--- src/sprl_pkg.sv ---
// Package for the serial PROM register loader: timing, map offsets, types
package sprl_pkg;

   // ****************************************************************
   // Timing
   // ****************************************************************
   localparam int CLK_PERIOD_NS = 5;           // Device clock period
   localparam int SCL_PERIOD_NS = 10000;       // Two-wire clock near 100 kHz
   localparam int QTR_CYCLES = SCL_PERIOD_NS / 4 / CLK_PERIOD_NS;  // Quarter-bit ticks
   localparam logic [9:0] QTR_LAST = 10'(QTR_CYCLES - 1);

   // ****************************************************************
   // Link constants
   // ****************************************************************
   localparam logic [6:0] PROM_SLAVE_ADDR = 7'h50;   // 1010 000b
   localparam logic [7:0] BLK0_START = 8'h00;        // First block indicator offset
   localparam logic [7:0] BLK0_FUNC = 8'h00;         // Socket function indicator
   localparam logic [7:0] BLK0_COUNT = 8'h20;        // Socket block byte count
   localparam logic [7:0] BLK0_LAST = 8'h21;         // Last socket block byte
   localparam logic [7:0] BLK1_START = 8'h4F;        // Smart card block indicator offset
   localparam logic [7:0] BLK1_FUNC = 8'h05;         // Smart card function indicator
   localparam logic [7:0] BLK1_COUNT = 8'h0E;        // Smart card block byte count
   localparam logic [7:0] BLK1_END = 8'h5F;          // End-of-list offset
   localparam logic [7:0] END_OF_LIST = 8'h80;       // End-of-list value

   // ****************************************************************
   // Image offsets
   // ****************************************************************
   localparam logic [7:0] OFS_BASE0 = 8'h08;
   localparam logic [7:0] OFS_BASE1 = 8'h09;
   localparam logic [7:0] OFS_BASE2 = 8'h0A;
   localparam logic [7:0] OFS_BASE3 = 8'h0B;
   localparam logic [7:0] OFS_IDREV = 8'h1D;
   localparam logic [7:0] OFS_GCTL0 = 8'h1E;
   localparam logic [7:0] OFS_GCTL1 = 8'h1F;
   localparam logic [7:0] OFS_GPEEN = 8'h20;
   localparam logic [7:0] OFS_GPOUT = 8'h21;
   localparam logic [7:0] OFS_CLASS0 = 8'h51;
   localparam logic [7:0] OFS_SVID0 = 8'h54;
   localparam logic [7:0] OFS_SSID0 = 8'h56;
   localparam logic [7:0] OFS_SCGCTL = 8'h58;
   localparam logic [7:0] OFS_CFG1B0 = 8'h59;
   localparam logic [7:0] OFS_CFG2B0 = 8'h5D;

   // ****************************************************************
   // Bit masks and reset defaults
   // ****************************************************************
   localparam logic [7:0] MASK_BASE0 = 8'hFE;    // Bits 7..1
   localparam logic [7:0] MASK_HI_NO5 = 8'hDF;   // Bits 7, 6, 4..0
   localparam logic [7:0] MASK_GPOUT = 8'h1F;    // Bits 4..0
   localparam logic [7:0] MASK_SCGCTL = 8'h7F;   // Bits 6..0
   localparam logic [31:0] RST_BASE = 32'h0000_0001;  // Bit 0 fixed as I/O indicator
   localparam logic [7:0] RST_BYTE = 8'h00;
   localparam logic [23:0] RST_CLASS = 24'h00_0000;
   localparam logic [15:0] RST_WORD = 16'h0000;
   localparam logic [31:0] RST_DWORD = 32'h0000_0000;

   // ****************************************************************
   // Types
   // ****************************************************************
   typedef struct packed {
      logic [31:0] legacy_base;     // Legacy socket register base
      logic [7:0] id_rev;           // Identification and revision
      logic [7:0] gen_ctl0;         // General control byte 0
      logic [7:0] gen_ctl1;         // General control byte 1
      logic [7:0] gpe_enable;       // Event enable
      logic [7:0] gp_output;        // Output register
   } sprl_sock_t;

   typedef struct packed {
      logic [23:0] class_code;
      logic [15:0] sub_vendor;
      logic [15:0] sub_id;
      logic [7:0] gen_ctl;
      logic [31:0] cfg1;
      logic [15:0] cfg2;
   } sprl_card_t;

   typedef enum logic [3:0] {
      ST_IDLE = 4'h0,
      ST_START = 4'h1,
      ST_SEND = 4'h3,
      ST_SACK = 4'h2,
      ST_RECV = 4'h6,
      ST_MACK = 4'h7,
      ST_STOP = 4'h5,
      ST_DONE = 4'h4
   } sprl_state_t;

endpackage

--- src/sprl_loader.sv ---
// Serial PROM register loader: two-wire master filling register defaults
//
// Operation
// - Fetch defaults on a rising LOAD_REQ, when PROM_PRESENT is set
// - Address the PROM at slave 1010000b
// - First block: indicator 00h, count 20h
// - Bytes 08h-0Bh fill base, byte0 bits 7-1
// - Byte 1Dh fills identification and revision
// - 1Eh fills control 0; 1Fh skips bit5
// - Byte 20h fills event enable, bit5 kept
// - Byte 21h fills output bits 4-0 only
// - Second block 05h, 0Eh, ends with 80h
// - Bytes 51h-53h fill class code
// - Bytes 54h-57h fill subsystem IDs, low first
// - Byte 58h fills control bits 6-0
// - Bytes 59h-5Ch fill configuration word 1
// - Bytes 5Dh-5Eh fill configuration word 2
// - Bytes 09h, 0Ah fill base bytes unmasked
`timescale 1ns/10ps
module sprl_loader #(parameter logic [9:0] QTR_LAST = sprl_pkg::QTR_LAST)
(
   // Clock and reset
   input wire logic MCLK,
   input wire logic RST_B,
   // Start request and presence strap
   input wire logic LOAD_REQ,
   input wire logic PROM_PRESENT,
   // Two-wire pins, enables low while driving low
   input wire logic SCL_I,
   output logic SCL_O,
   output logic SCL_OE_N,
   input wire logic SDA_I,
   output logic SDA_O,
   output logic SDA_OE_N,
   // Loaded register images
   output sprl_pkg::sprl_sock_t SOCK_REGS,
   output sprl_pkg::sprl_card_t CARD_REGS,
   // Status
   output logic LOAD_BUSY,
   output logic LOAD_DONE,
   output logic LOAD_ERR
);

   // ****************************************************************
   // Reset release and pin synchronisers
   // ****************************************************************
   logic [1:0] rst_sync_q;    // Reset release chain
   logic rst_n;               // Released reset
   logic [1:0] sda_sync_q;    // Data pin synchroniser
   logic [1:0] scl_sync_q;    // Clock pin synchroniser
   logic [1:0] req_sync_q;    // Request synchroniser
   logic [1:0] pres_sync_q;   // Presence synchroniser
   logic req_prev_q;          // Request edge memory

   // Asynchronous assert, two-flop release
   always_ff @(posedge MCLK or negedge RST_B)
   begin
      if (!RST_B)
         rst_sync_q <= 2'h0;
      else
         rst_sync_q <= {rst_sync_q[0], 1'b1};
   end
   assign rst_n = rst_sync_q[1];

   // Pins come from outside the clock domain
   always_ff @(posedge MCLK or negedge rst_n)
   begin
      if (!rst_n)
      begin
         sda_sync_q <= 2'h3;
         scl_sync_q <= 2'h3;
         req_sync_q <= 2'h0;
         pres_sync_q <= 2'h0;
         req_prev_q <= 1'b0;
      end
      else
      begin
         sda_sync_q <= {sda_sync_q[0], SDA_I};
         scl_sync_q <= {scl_sync_q[0], SCL_I};
         req_sync_q <= {req_sync_q[0], LOAD_REQ};
         pres_sync_q <= {pres_sync_q[0], PROM_PRESENT};
         req_prev_q <= req_sync_q[1];
      end
   end

   // ****************************************************************
   // Quarter-bit tick divider
   // ****************************************************************
   logic [9:0] div_q, div_d;  // Divider count
   logic tick;                // One-cycle quarter-bit enable

   always_comb
   begin
      tick = (div_q == QTR_LAST);
      div_d = tick ? 10'h000 : div_q + 10'h001;
   end

   always_ff @(posedge MCLK or negedge rst_n)
   begin
      if (!rst_n)
         div_q <= 10'h000;
      else
         div_q <= div_d;
   end

   // ****************************************************************
   // Two-wire sequencer
   // ****************************************************************
   // One random read of the whole image: start, address write, offset,
   // repeated start, address read, then a streaming sequential read.
   // The stream is read byte by byte; a rising LOAD_REQ requests it.
   sprl_pkg::sprl_state_t st_q, st_d;
   logic [1:0] ph_q, ph_d;      // Quarter phase within a bit
   logic [3:0] bit_q, bit_d;    // Bit index, 8 is the ack slot
   logic [7:0] sh_q, sh_d;      // Shift register
   logic [1:0] hdr_q, hdr_d;    // Header byte being sent: 0 wr, 1 ofs, 2 rd
   logic [7:0] ofs_q, ofs_d;    // PROM offset of byte being read
   logic scl_q, scl_d;          // Drive clock low when 0
   logic sda_q, sda_d;          // Drive data low when 0
   logic busy_q, busy_d;
   logic done_q, done_d;
   logic err_q, err_d;
   logic blk0_ok_q, blk0_ok_d;  // First block header valid
   logic blk1_ok_q, blk1_ok_d;  // Second block header valid
   logic byte_ok;               // Pulse: a data byte just arrived
   logic last_byte;             // Final offset of the image

   always_comb
   begin
      st_d = st_q;
      ph_d = ph_q;
      bit_d = bit_q;
      sh_d = sh_q;
      hdr_d = hdr_q;
      ofs_d = ofs_q;
      scl_d = scl_q;
      sda_d = sda_q;
      busy_d = busy_q;
      done_d = done_q;
      err_d = err_q;
      byte_ok = 1'b0;
      last_byte = (ofs_q == sprl_pkg::BLK1_END);
      if (st_q == sprl_pkg::ST_IDLE)
      begin
         // Rising request with PROM detected starts a load
         if (req_sync_q[1] && !req_prev_q && pres_sync_q[1])
         begin
            st_d = sprl_pkg::ST_START;
            ph_d = 2'h0;
            hdr_d = 2'h0;
            ofs_d = sprl_pkg::BLK0_START;
            busy_d = 1'b1;
            done_d = 1'b0;
            err_d = 1'b0;
         end
      end
      else if (tick)
      begin
         ph_d = ph_q + 2'h1;
         unique case (st_q)
            sprl_pkg::ST_START:
            begin
               // Phases: release both, hold, data low, clock low
               unique case (ph_q)
                  2'h0: begin scl_d = 1'b1; sda_d = 1'b1; end
                  2'h1: ;
                  2'h2: sda_d = 1'b0;
                  default:
                  begin
                     scl_d = 1'b0;
                     st_d = sprl_pkg::ST_SEND;
                     bit_d = 4'h0;
                     // Write address, then offset, then read address
                     sh_d = (hdr_q == 2'h2) ? {sprl_pkg::PROM_SLAVE_ADDR, 1'b1}
                                           : {sprl_pkg::PROM_SLAVE_ADDR, 1'b0};
                  end
               endcase
            end
            sprl_pkg::ST_SEND, sprl_pkg::ST_RECV:
            begin
               unique case (ph_q)
                  2'h0: sda_d = (st_q == sprl_pkg::ST_SEND) ? sh_q[7] : 1'b1;
                  2'h1: scl_d = 1'b1;
                  2'h2:
                  begin
                     // Clock stretching: wait while slave holds clock low
                     if (!scl_sync_q[1])
                        ph_d = ph_q;
                     else if (st_q == sprl_pkg::ST_RECV)
                        sh_d = {sh_q[6:0], sda_sync_q[1]};
                     else
                        sh_d = {sh_q[6:0], 1'b0};
                  end
                  default:
                  begin
                     scl_d = 1'b0;
                     bit_d = bit_q + 4'h1;
                     if (bit_q == 4'h7)
                        st_d = (st_q == sprl_pkg::ST_SEND) ? sprl_pkg::ST_SACK
                                                          : sprl_pkg::ST_MACK;
                  end
               endcase
            end
            sprl_pkg::ST_SACK:
            begin
               unique case (ph_q)
                  2'h0: sda_d = 1'b1;
                  2'h1: scl_d = 1'b1;
                  2'h2:
                  begin
                     if (!scl_sync_q[1])
                        ph_d = ph_q;
                     else if (sda_sync_q[1])
                        err_d = 1'b1;   // No acknowledge from the PROM
                  end
                  default:
                  begin
                     scl_d = 1'b0;
                     bit_d = 4'h0;
                     if (err_q)
                        st_d = sprl_pkg::ST_STOP;
                     else if (hdr_q == 2'h0)
                     begin
                        hdr_d = 2'h1;
                        sh_d = sprl_pkg::BLK0_START;
                        st_d = sprl_pkg::ST_SEND;
                     end
                     else if (hdr_q == 2'h1)
                     begin
                        hdr_d = 2'h2;
                        st_d = sprl_pkg::ST_START;   // Repeated start
                     end
                     else
                        st_d = sprl_pkg::ST_RECV;
                  end
               endcase
            end
            sprl_pkg::ST_MACK:
            begin
               unique case (ph_q)
                  2'h0:
                  begin
                     byte_ok = 1'b1;
                     // End of list ends the stream early
                     if (last_byte
                         || (sh_q == sprl_pkg::END_OF_LIST && ofs_q > sprl_pkg::BLK0_LAST))
                        sda_d = 1'b1;   // Not-acknowledge the last byte
                     else
                        sda_d = 1'b0;
                  end
                  2'h1: scl_d = 1'b1;
                  2'h2: if (!scl_sync_q[1]) ph_d = ph_q;
                  default:
                  begin
                     scl_d = 1'b0;
                     bit_d = 4'h0;
                     ofs_d = ofs_q + 8'h01;
                     st_d = sda_q ? sprl_pkg::ST_STOP : sprl_pkg::ST_RECV;
                  end
               endcase
            end
            sprl_pkg::ST_STOP:
            begin
               unique case (ph_q)
                  2'h0: sda_d = 1'b0;
                  2'h1: scl_d = 1'b1;
                  2'h2: sda_d = 1'b1;
                  default: st_d = sprl_pkg::ST_DONE;
               endcase
            end
            default:
            begin
               // Done or illegal code: release and report
               st_d = sprl_pkg::ST_IDLE;
               busy_d = 1'b0;
               done_d = 1'b1;
               scl_d = 1'b1;
               sda_d = 1'b1;
            end
         endcase
      end
   end

   always_ff @(posedge MCLK or negedge rst_n)
   begin
      if (!rst_n)
      begin
         st_q <= sprl_pkg::ST_IDLE;
         ph_q <= 2'h0;
         bit_q <= 4'h0;
         sh_q <= 8'h00;
         hdr_q <= 2'h0;
         ofs_q <= 8'h00;
         scl_q <= 1'b1;
         sda_q <= 1'b1;
         busy_q <= 1'b0;
         done_q <= 1'b0;
         err_q <= 1'b0;
      end
      else
      begin
         st_q <= st_d;
         ph_q <= ph_d;
         bit_q <= bit_d;
         sh_q <= sh_d;
         hdr_q <= hdr_d;
         ofs_q <= ofs_d;
         scl_q <= scl_d;
         sda_q <= sda_d;
         busy_q <= busy_d;
         done_q <= done_d;
         err_q <= err_d;
      end
   end

   // ****************************************************************
   // Register image loading
   // ****************************************************************
   // Only named bits change; every other bit holds its reset default.
   sprl_pkg::sprl_sock_t sock_q, sock_d;
   sprl_pkg::sprl_card_t card_q, card_d;
   logic [7:0] rb;   // Byte just received

   always_comb
   begin
      sock_d = sock_q;
      card_d = card_q;
      blk0_ok_d = blk0_ok_q;
      blk1_ok_d = blk1_ok_q;
      rb = sh_q;
      if (byte_ok)
      begin
         // Header checks decide whether a block is applied
         if (ofs_q == sprl_pkg::BLK0_START)
            blk0_ok_d = (rb == sprl_pkg::BLK0_FUNC);
         else if (ofs_q == sprl_pkg::BLK0_START + 8'h01)
            blk0_ok_d = blk0_ok_q && (rb == sprl_pkg::BLK0_COUNT);
         else if (ofs_q == sprl_pkg::BLK1_START)
            blk1_ok_d = (rb == sprl_pkg::BLK1_FUNC);
         else if (ofs_q == sprl_pkg::BLK1_START + 8'h01)
            blk1_ok_d = blk1_ok_q && (rb == sprl_pkg::BLK1_COUNT);
         if (blk0_ok_q)
         begin
            unique case (ofs_q)
               sprl_pkg::OFS_BASE0: sock_d.legacy_base[7:0] = (rb & sprl_pkg::MASK_BASE0)
                  | (sock_q.legacy_base[7:0] & ~sprl_pkg::MASK_BASE0);
               sprl_pkg::OFS_BASE1: sock_d.legacy_base[15:8] = rb;
               sprl_pkg::OFS_BASE2: sock_d.legacy_base[23:16] = rb;
               sprl_pkg::OFS_BASE3: sock_d.legacy_base[31:24] = rb;
               sprl_pkg::OFS_IDREV: sock_d.id_rev = rb;
               sprl_pkg::OFS_GCTL0: sock_d.gen_ctl0 = rb;
               sprl_pkg::OFS_GCTL1: sock_d.gen_ctl1 = (rb & sprl_pkg::MASK_HI_NO5)
                  | (sock_q.gen_ctl1 & ~sprl_pkg::MASK_HI_NO5);
               sprl_pkg::OFS_GPEEN: sock_d.gpe_enable = (rb & sprl_pkg::MASK_HI_NO5)
                  | (sock_q.gpe_enable & ~sprl_pkg::MASK_HI_NO5);
               sprl_pkg::OFS_GPOUT: sock_d.gp_output = (rb & sprl_pkg::MASK_GPOUT)
                  | (sock_q.gp_output & ~sprl_pkg::MASK_GPOUT);
               default: ;
            endcase
         end
         if (blk1_ok_q)
         begin
            unique case (ofs_q)
               sprl_pkg::OFS_CLASS0: card_d.class_code[7:0] = rb;
               sprl_pkg::OFS_CLASS0 + 8'h01: card_d.class_code[15:8] = rb;
               sprl_pkg::OFS_CLASS0 + 8'h02: card_d.class_code[23:16] = rb;
               sprl_pkg::OFS_SVID0: card_d.sub_vendor[7:0] = rb;
               sprl_pkg::OFS_SVID0 + 8'h01: card_d.sub_vendor[15:8] = rb;
               sprl_pkg::OFS_SSID0: card_d.sub_id[7:0] = rb;
               sprl_pkg::OFS_SSID0 + 8'h01: card_d.sub_id[15:8] = rb;
               sprl_pkg::OFS_SCGCTL: card_d.gen_ctl = (rb & sprl_pkg::MASK_SCGCTL)
                  | (card_q.gen_ctl & ~sprl_pkg::MASK_SCGCTL);
               sprl_pkg::OFS_CFG1B0: card_d.cfg1[7:0] = rb;
               sprl_pkg::OFS_CFG1B0 + 8'h01: card_d.cfg1[15:8] = rb;
               sprl_pkg::OFS_CFG1B0 + 8'h02: card_d.cfg1[23:16] = rb;
               sprl_pkg::OFS_CFG1B0 + 8'h03: card_d.cfg1[31:24] = rb;
               sprl_pkg::OFS_CFG2B0: card_d.cfg2[7:0] = rb;
               sprl_pkg::OFS_CFG2B0 + 8'h01: card_d.cfg2[15:8] = rb;
               default: ;
            endcase
         end
      end
   end

   always_ff @(posedge MCLK or negedge rst_n)
   begin
      if (!rst_n)
      begin
         sock_q <= {sprl_pkg::RST_BASE, sprl_pkg::RST_BYTE, sprl_pkg::RST_BYTE,
                    sprl_pkg::RST_BYTE, sprl_pkg::RST_BYTE, sprl_pkg::RST_BYTE};
         card_q <= {sprl_pkg::RST_CLASS, sprl_pkg::RST_WORD, sprl_pkg::RST_WORD,
                    sprl_pkg::RST_BYTE, sprl_pkg::RST_DWORD, sprl_pkg::RST_WORD};
         blk0_ok_q <= 1'b0;
         blk1_ok_q <= 1'b0;
      end
      else
      begin
         sock_q <= sock_d;
         card_q <= card_d;
         blk0_ok_q <= blk0_ok_d;
         blk1_ok_q <= blk1_ok_d;
      end
   end

   // ****************************************************************
   // Outputs, from flip-flops except constant-low SCL_O and SDA_O
   // ****************************************************************
   assign SCL_O = 1'b0;
   assign SCL_OE_N = scl_q;
   assign SDA_O = 1'b0;
   assign SDA_OE_N = sda_q;
   assign SOCK_REGS = sock_q;
   assign CARD_REGS = card_q;
   assign LOAD_BUSY = busy_q;
   assign LOAD_DONE = done_q;
   assign LOAD_ERR = err_q;

endmodule // sprl_loader

--- config.mk ---
export PLATFORM = sky130hd
export DESIGN_NAME = sprl_loader
export DESIGN_NICKNAME = d
export VERILOG_FILES = /design/src/sprl_pkg.sv /design/src/sprl_loader.sv
export SDC_FILE = /design/constraint.sdc
export NUM_CORES = 1
export LEC_CHECK = 0
export BUFFER_PORTS_ARGS = -buffer_cell sky130_fd_sc_hd__buf_2
export CORE_MARGIN = 1
export CORE_UTILIZATION = 30
export DETAILED_ROUTE_END_ITERATION = 6
export GPL_TIMING_DRIVEN = 0
export SYNTH_ARGS = -nofsm -noshare
export SYNTH_HDL_FRONTEND = slang
export SYNTH_SLANG_ARGS = --single-unit
--- constraint.sdc ---
create_clock -name MCLK -period 8.5 [get_ports MCLK]
set_clock_uncertainty 0.05 [all_clocks]
set_input_delay 0.85 -clock MCLK [delete_from_list [all_inputs] [get_ports MCLK]]
set_output_delay 0.85 -clock MCLK [all_outputs]
set_load 0.05 [all_outputs]
### After elaboration in Yosys (flattened, before gate mapping)

Index checks and enable logic that the tools add are counted.

| operators by class | value |
|---|---|
| add/subtract/negate cells | 4 |
| order comparisons | 1 |
| equal/unequal tests | 70 |
| multiplexer cells | 80 |
| bitwise operators | 8 |
| reductions and logical operators | 65 |

Operators with widths:

| operator | number |
|---|---|
| equality test 8 x 7 -> 1 bit (second input constant) | 17 |
| 2-to-1 mux 8 bit | 11 |
| AND reduction 3 bit | 25 |
| 2-to-1 mux 4 bit | 11 |
| equality test 8 x 4 -> 1 bit (second input constant) | 5 |
| 2-to-1 mux 1 bit | 30 |
| 2-to-1 mux 2 bit | 14 |
| != test 2 bit (second input constant) | 13 |
| equality test 8 x 5 -> 1 bit (second input constant) | 3 |
| equality test 8 x 6 -> 1 bit (second input constant) | 3 |
| != test 3 bit (second input constant) | 8 |
| one-hot mux 8 bit (3 select lines) | 1 |
| one-hot mux 4 bit (5 select lines) | 1 |
| nonzero test 2 bit | 9 |
| equality test 4 x 3 -> 1 bit (second input constant) | 4 |
| logical NOT 8 bit | 2 |
| OR 8 x 6 -> 8 bit | 2 |
| 2-to-1 mux 3 bit | 4 |
| AND reduction 6 bit | 2 |
| adder 10 x 1 -> 10 bit (second input constant) | 1 |
| equality test 10 x 9 -> 1 bit (second input constant) | 1 |
| 2-to-1 mux 10 bit | 1 |
| != test 2 x 1 -> 1 bit (second input constant) | 5 |
| AND reduction 5 bit | 2 |
| 35 further kinds | 53 |

| storage, ports and cells | value |
|---|---|
| bits in registers | 240 |
| input port bits | 6 |
| output and inout bits | 191 |

### Logic depth before layout (Yosys ltp)

| depth | value |
|---|---|
| depth in word-level cells | 8 |
| gate-level depth with buffers | 8 |

### Worst setup path before layout

OpenSTA, ideal clock, no wires.

| timing | value |
|---|---|
| kind | flip-flop to flip-flop |
| start point | reg div_q[0] |
| end point | reg card_q, in the netlist CARD_REGS[37] |
| setup time | 0.125 ns |
| arrival | 2.572 ns |
| required time | 8.325 ns |
| setup slack | 5.753 ns |
| cell stages (with the launch flop) | 9 |
| buffers on the path | 2 |
| period minus slack after synthesis | 2.747 ns |
| cells stage by stage | dfrtp_1 > ha_1 > or4b_4 > or3_1 > buf_6 > nor3_4 > buf_12 > nand3_4 > mux2_4 |

| on the way | value |
|---|---|
| cells in the longest elaborated chain, start to end | 4 |

RTL lines:

| item | line | source |
|---|---|---|
| start, declared | sprl_loader.sv:89 | `logic [9:0] div_q, div_d;` |
| start signal, assigned | sprl_loader.sv:103 | `div_q <= div_d;` |
| equality test 10 x 9 -> 1 bit | sprl_loader.sv:94 | `tick = (div_q == QTR_LAST);` |
| 2-to-1 mux 1 bit | sprl_loader.sv:157 | `else if (tick)` |
| 2-to-1 mux 1 bit | sprl_loader.sv:143 | `if (st_q == sprl_pkg::ST_IDLE)` |
| AND reduction 3 bit (no line) | - |  |
| end signal, assigned | sprl_loader.sv:391 | `card_q <= {sprl_pkg::RST_CLASS, sprl_pkg::RST_WORD, sprl_pkg::RST_WORD,` |
| end signal, assigned | sprl_loader.sv:399 | `card_q <= card_d;` |
| end, declared | sprl_loader.sv:321 | `sprl_pkg::sprl_card_t card_q, card_d;` |

Every way passes these cells.
A chain may end at the register's enable or synchronous reset.

### Worst setup path after layout

| timing | value |
|---|---|
| start point | reg div_q[0] |
| end point | reg sh_q[1] (netlist: rb[1]) |

| on the way | value |
|---|---|
| cells in the longest elaborated chain, start to end | 2 |

RTL lines:

| item | line | source |
|---|---|---|
| equality test 10 x 9 -> 1 bit | sprl_loader.sv:94 |  |
| AND reduction 9 bit (no line) | - |  |
| end signal, assigned | sprl_loader.sv:291 | `sh_q <= 8'h00;` |
| end signal, assigned | sprl_loader.sv:305 | `sh_q <= sh_d;` |
| end, declared | sprl_loader.sv:115 | `logic [7:0] sh_q, sh_d;` |

Every way passes these cells.

==> impl_summary.md <==
Clock tree
After clock tree synthesis, the clock-pin slew on the worst setup and hold paths is 0.06 ns. In this run the number of H-tree levels came out at 1. Buffers inserted to repair hold after CTS numbered 0. TritonCTS built the clock tree. The buffer type at the clock tree root is sky130_fd_sc_hd__clkbuf_16. For the worst-skew pair, the clock arrives at the later sink with an insertion delay of 0.55 ns. The number of setup buffers added after CTS is 0. The number of clock sinks seen by CTS is 232. No sink is reached through more buffers than the 3 on the longest clock path. TritonCTS created 26 clock buffers. The post-cts gate resize count is 0.

Yosys
The gate count after technology mapping is 746. After synthesis the netlist holds a flip-flop and latch count of 232. The number of synthesized flops with an enable pin is 0. The synthesized netlist devotes 4.302% of its cell area to compound gates. The sequential-to-total area share from yosys stat is 58.62%. The portion of synthesized area spent on multiplexers is 21.02%. The post-synth design cell area is 9917 µm². In the synthesized netlist the async set-or-reset flop fraction comes to 100.0%. The commonest register cell after synthesis is sky130_fd_sc_hd__dfrtp_1. The post-synthesis xor/xnor area fraction is 1.148%.

The warning count from the yosys run is 0. After Yosys synthesis, full adders, half adders and majority gates account for 1.489% of the synthesized area. The per-instance average area after synthesis is 13.29 µm². The count of cell types in the netlist is 66. The combinational family with the most area after synthesis is multiplexers. Yosys attributes the largest share of cell area to sky130_fd_sc_hd__dfrtp_1 57%, sky130_fd_sc_hd__mux2_2 20%, sky130_fd_sc_hd__nand3_4 1.8%, sky130_fd_sc_hd__dfstp_2 1.6%, sky130_fd_sc_hd__nand2_1 1.5%.

The share of the synthesized area in the top cell type is 57.03%. The cell taking the most area after synthesis is sky130_fd_sc_hd__dfrtp_1. After Yosys synthesis, and, or, nand and nor cells account for 10.13% of the synthesized area.

STA
Timing would allow up to 329.6 MHz. The share of the clock period used by the worst path is 35.69%. The worst pin sits at a relative slew slack of 29.33%. Final hold analysis gives a worst-case slack of 0.01963 ns. The final-report max-slew violation count was 0. Counting I/O delays and the setup requirement, the final critical path takes 3.034 ns. The total negative setup slack is 0 ns. Setup repair after global routing left no endpoint under its margin. Setup slack on the critical path of the routed design comes to 5.466 ns. The final hold violation count is 0. For the pin with the worst max-slew slack, the measured transition is 1.051 ns. Setup violations remaining at the end of the flow were counted as 0.

Setup path
The destination of the worst register-to-register timing path is rb[1]. The standard cell with the maximum stage delay on the critical path is sky130_fd_sc_hd__nor3_1. The startpoint type of the worst setup path is a flip-flop. The kind of cell with the highest combined delay along the critical path is simple AND/OR/NAND/NOR gates.

The worst setup path is of the flip-flop to flip-flop kind. The worst-case reg-to-reg path depth is 7. Traced cell by cell, the critical path runs through ha_1 -> or4b_4 -> nor3_1 -> o2111ai_1 -> clkbuf_1 -> nand2_1 -> o21ai_0. Across all register-to-register paths, the minimum setup slack is 5.47 ns.

The signal arrival time at the worst endpoint is 3.39 ns. The number of buffers and inverters on the critical path is 1. The maximum fanout along the worst path is 10.

The start of the worst register-to-register path is div_q[0]. The endpoint required time on the critical path is 8.86 ns. The element type at the critical path end is a flip-flop. The biggest cell delay along the critical path is 0.75 ns.

Global routing
In the global route stage, met1 resource usage came out at 20.56%. After global routing, the most crowded layer is met2. The leftover overflow at the end of global routing is 0. The first global-routing pass estimated 39.98 mm of wire. For met2 alone, demand over resource in global routing was 23.95%. The initial antenna violation count is 0. Entering global routing, the biggest net connects 69 pins. The via count of the first global-routing pass is 6791.

The global-route usage over all layers is 15.28%. The global-route met3 utilization is 3.764%.

Power and ir drop
In this run the static leakage power is 6.478 nW. Power spread over the standard cell area amounts to 199.7 nW/µm². The maximum VDD drop is 0.1463 mV.

Floorplanning
The die is 183.8 µm tall. The core area is 32540 µm². After floorplanning, the core was divided into 66 placement rows. The total I/O pin count is 197. The die footprint is 33790 µm². The initial cell density of the core is 30.48%. From left edge to right edge, the die measures 183.8 µm.

Run status
The run finished with clean final reports.

Min path
The class of the tightest hold or removal check is input pin to asynchronous set/reset pin.

Placed design
At the end of routability-driven placement, the weighted congestion stood at 0.8447. The placed instance count is 1386. The wire-length estimate of the detail-placed layout is 17.76 mm. During placement, the flow inserted port buffers numbering 187. The placement-stage worst setup slack is 5.429 ns.

Layout
The count of placed standard cells in the final layout, fillers left out is 1434. The post-route core utilization is 38.18%. The library cell used most frequently in the layout, excluding fill and tap cells, is sky130_fd_sc_hd__dfrtp_1. The count of nets after finishing is 989. The area growth from synthesis to layout is 25.27%. In the layout the commonest cells are 225 x sky130_fd_sc_hd__dfrtp_1, 192 x sky130_fd_sc_hd__buf_2, 173 x sky130_fd_sc_hd__mux2_2, 46 x sky130_fd_sc_hd__clkbuf_1, 39 x sky130_fd_sc_hd__nand2_1.

The antenna diode instance count is 0. The share of post-route cells with drive strength above 1 is 45.36%.

Detailed routing
The via total after detailed routing is 6724. After the first detailed-routing iteration, the DRC count stood at 282. For this block, the routed nets add up to 25.52 mm of wire. For this run, the detailed router's first-pass iteration total came to 5. The detail route stage leaves a number of antenna-violating nets equal to 0. In the routed design, unresolved DRC markers number 0. The routed wirelength normalized by instance count is 17.80 µm. In the routed layout, each cell is associated on average with a via count of 4.689.

Flow run
Across the run, the number of max-cap violations was 0.
-- flip-flops by register name (all words and copies together) (netlist names), 3 cells and up --
signal / flops
CARD_REGS: 111
SOCK_REGS: 66
div_q: 10
ofs_q: 8
rb: 8
bit_q: 4
st_q: 3
-- Yosys cell counts, types with 4 or more instances --
cell and n:
sky130_fd_sc_hd__xor2_1 6, sky130_fd_sc_hd__a21oi_1 17, sky130_fd_sc_hd__nand2_1 39, sky130_fd_sc_hd__ha_1 11, sky130_fd_sc_hd__xnor2_1 7, sky130_fd_sc_hd__mux2_2 173
sky130_fd_sc_hd__nor2_1 31, sky130_fd_sc_hd__buf_2 5, sky130_fd_sc_hd__nand3_4 10, sky130_fd_sc_hd__nand2b_1 5, sky130_fd_sc_hd__nor4_1 5, sky130_fd_sc_hd__nand4_1 5
sky130_fd_sc_hd__dfstp_2 6, sky130_fd_sc_hd__o21ai_0 24, sky130_fd_sc_hd__and3_1 4, sky130_fd_sc_hd__buf_4 9, sky130_fd_sc_hd__nor2b_1 5, sky130_fd_sc_hd__clkbuf_1 35
sky130_fd_sc_hd__nand3_1 24, sky130_fd_sc_hd__dfrtp_1 226, sky130_fd_sc_hd__nor3_1 15, sky130_fd_sc_hd__inv_1 13, sky130_fd_sc_hd__mux2_4 7
-- worst max path at each step --
stage,endpoint,depth (start not counted),start,slack [ns]
2_1_floorplan,CARD_REGS[0],0,rst_sync_q[1],1.52
3_3_place_gp,SOCK_REGS[20],0,rst_sync_q[1],-1.31
3_5_place_dp,rb[1],7,div_q[0],5.43
4_1_cts,rb[1],7,div_q[0],5.44
5_1_grt,rb[3],7,div_q[0],5.24
6_report,rb[1],7,div_q[0],5.47
-- area by class of cell --
type	count	area (µm²)
buffer	54	266.5
clock buffer	39	719.4
clock inverter	9	181.4
fill	3205	20110
inverter	14	52.55
multi-input combinational	454	3815
sequential	232	5817
tap	442	553.0
timing repair buffer	190	1018
-- cells by family (layout without fill, tap and decap cells) --
kind of cell               after synthesis  after routing
other                                    2             10
xor gates and xnor gates                13             13
adders and majority gates               12             12
buffers and inverters                   68            306
DFF                                    232            232
AOI/OAI and AO/OA                       69             69
muxes                                  183            183
and+or+nand+nor                        167            167
-- through the flow --
| stage | power [mW] | instance area [µm²] |
|---|---|---|
| after CTS | 2.506 | 12420 |
| final | 2.481 | 12420 |
| after floorplan | 1.257 | 9947 |
| after global placement | 1.300 | 11440 |
| after global routing | 2.576 | 12420 |
| after detailed placement | 1.305 | 11520 |
-- metal layers --
| layer | wire (µm) | vias to the layer above |
|---|---|---|
| met5 | 0 | - |
| met3 | 1768 | 51 |
| met4 | 727 | 0 |
| met2 | 11450 | 217 |
| li1 | - | 3092 |
| met1 | 11580 | 3364 |
-- report_power, final --
part	internal, mW	switching [mW]	leakage (nW)
registers	1.11	0.0137	3.19
logic	0.0410	0.118	2.85
clock network	0.736	0.457	0.437
(Power assumes the default switching activity.)
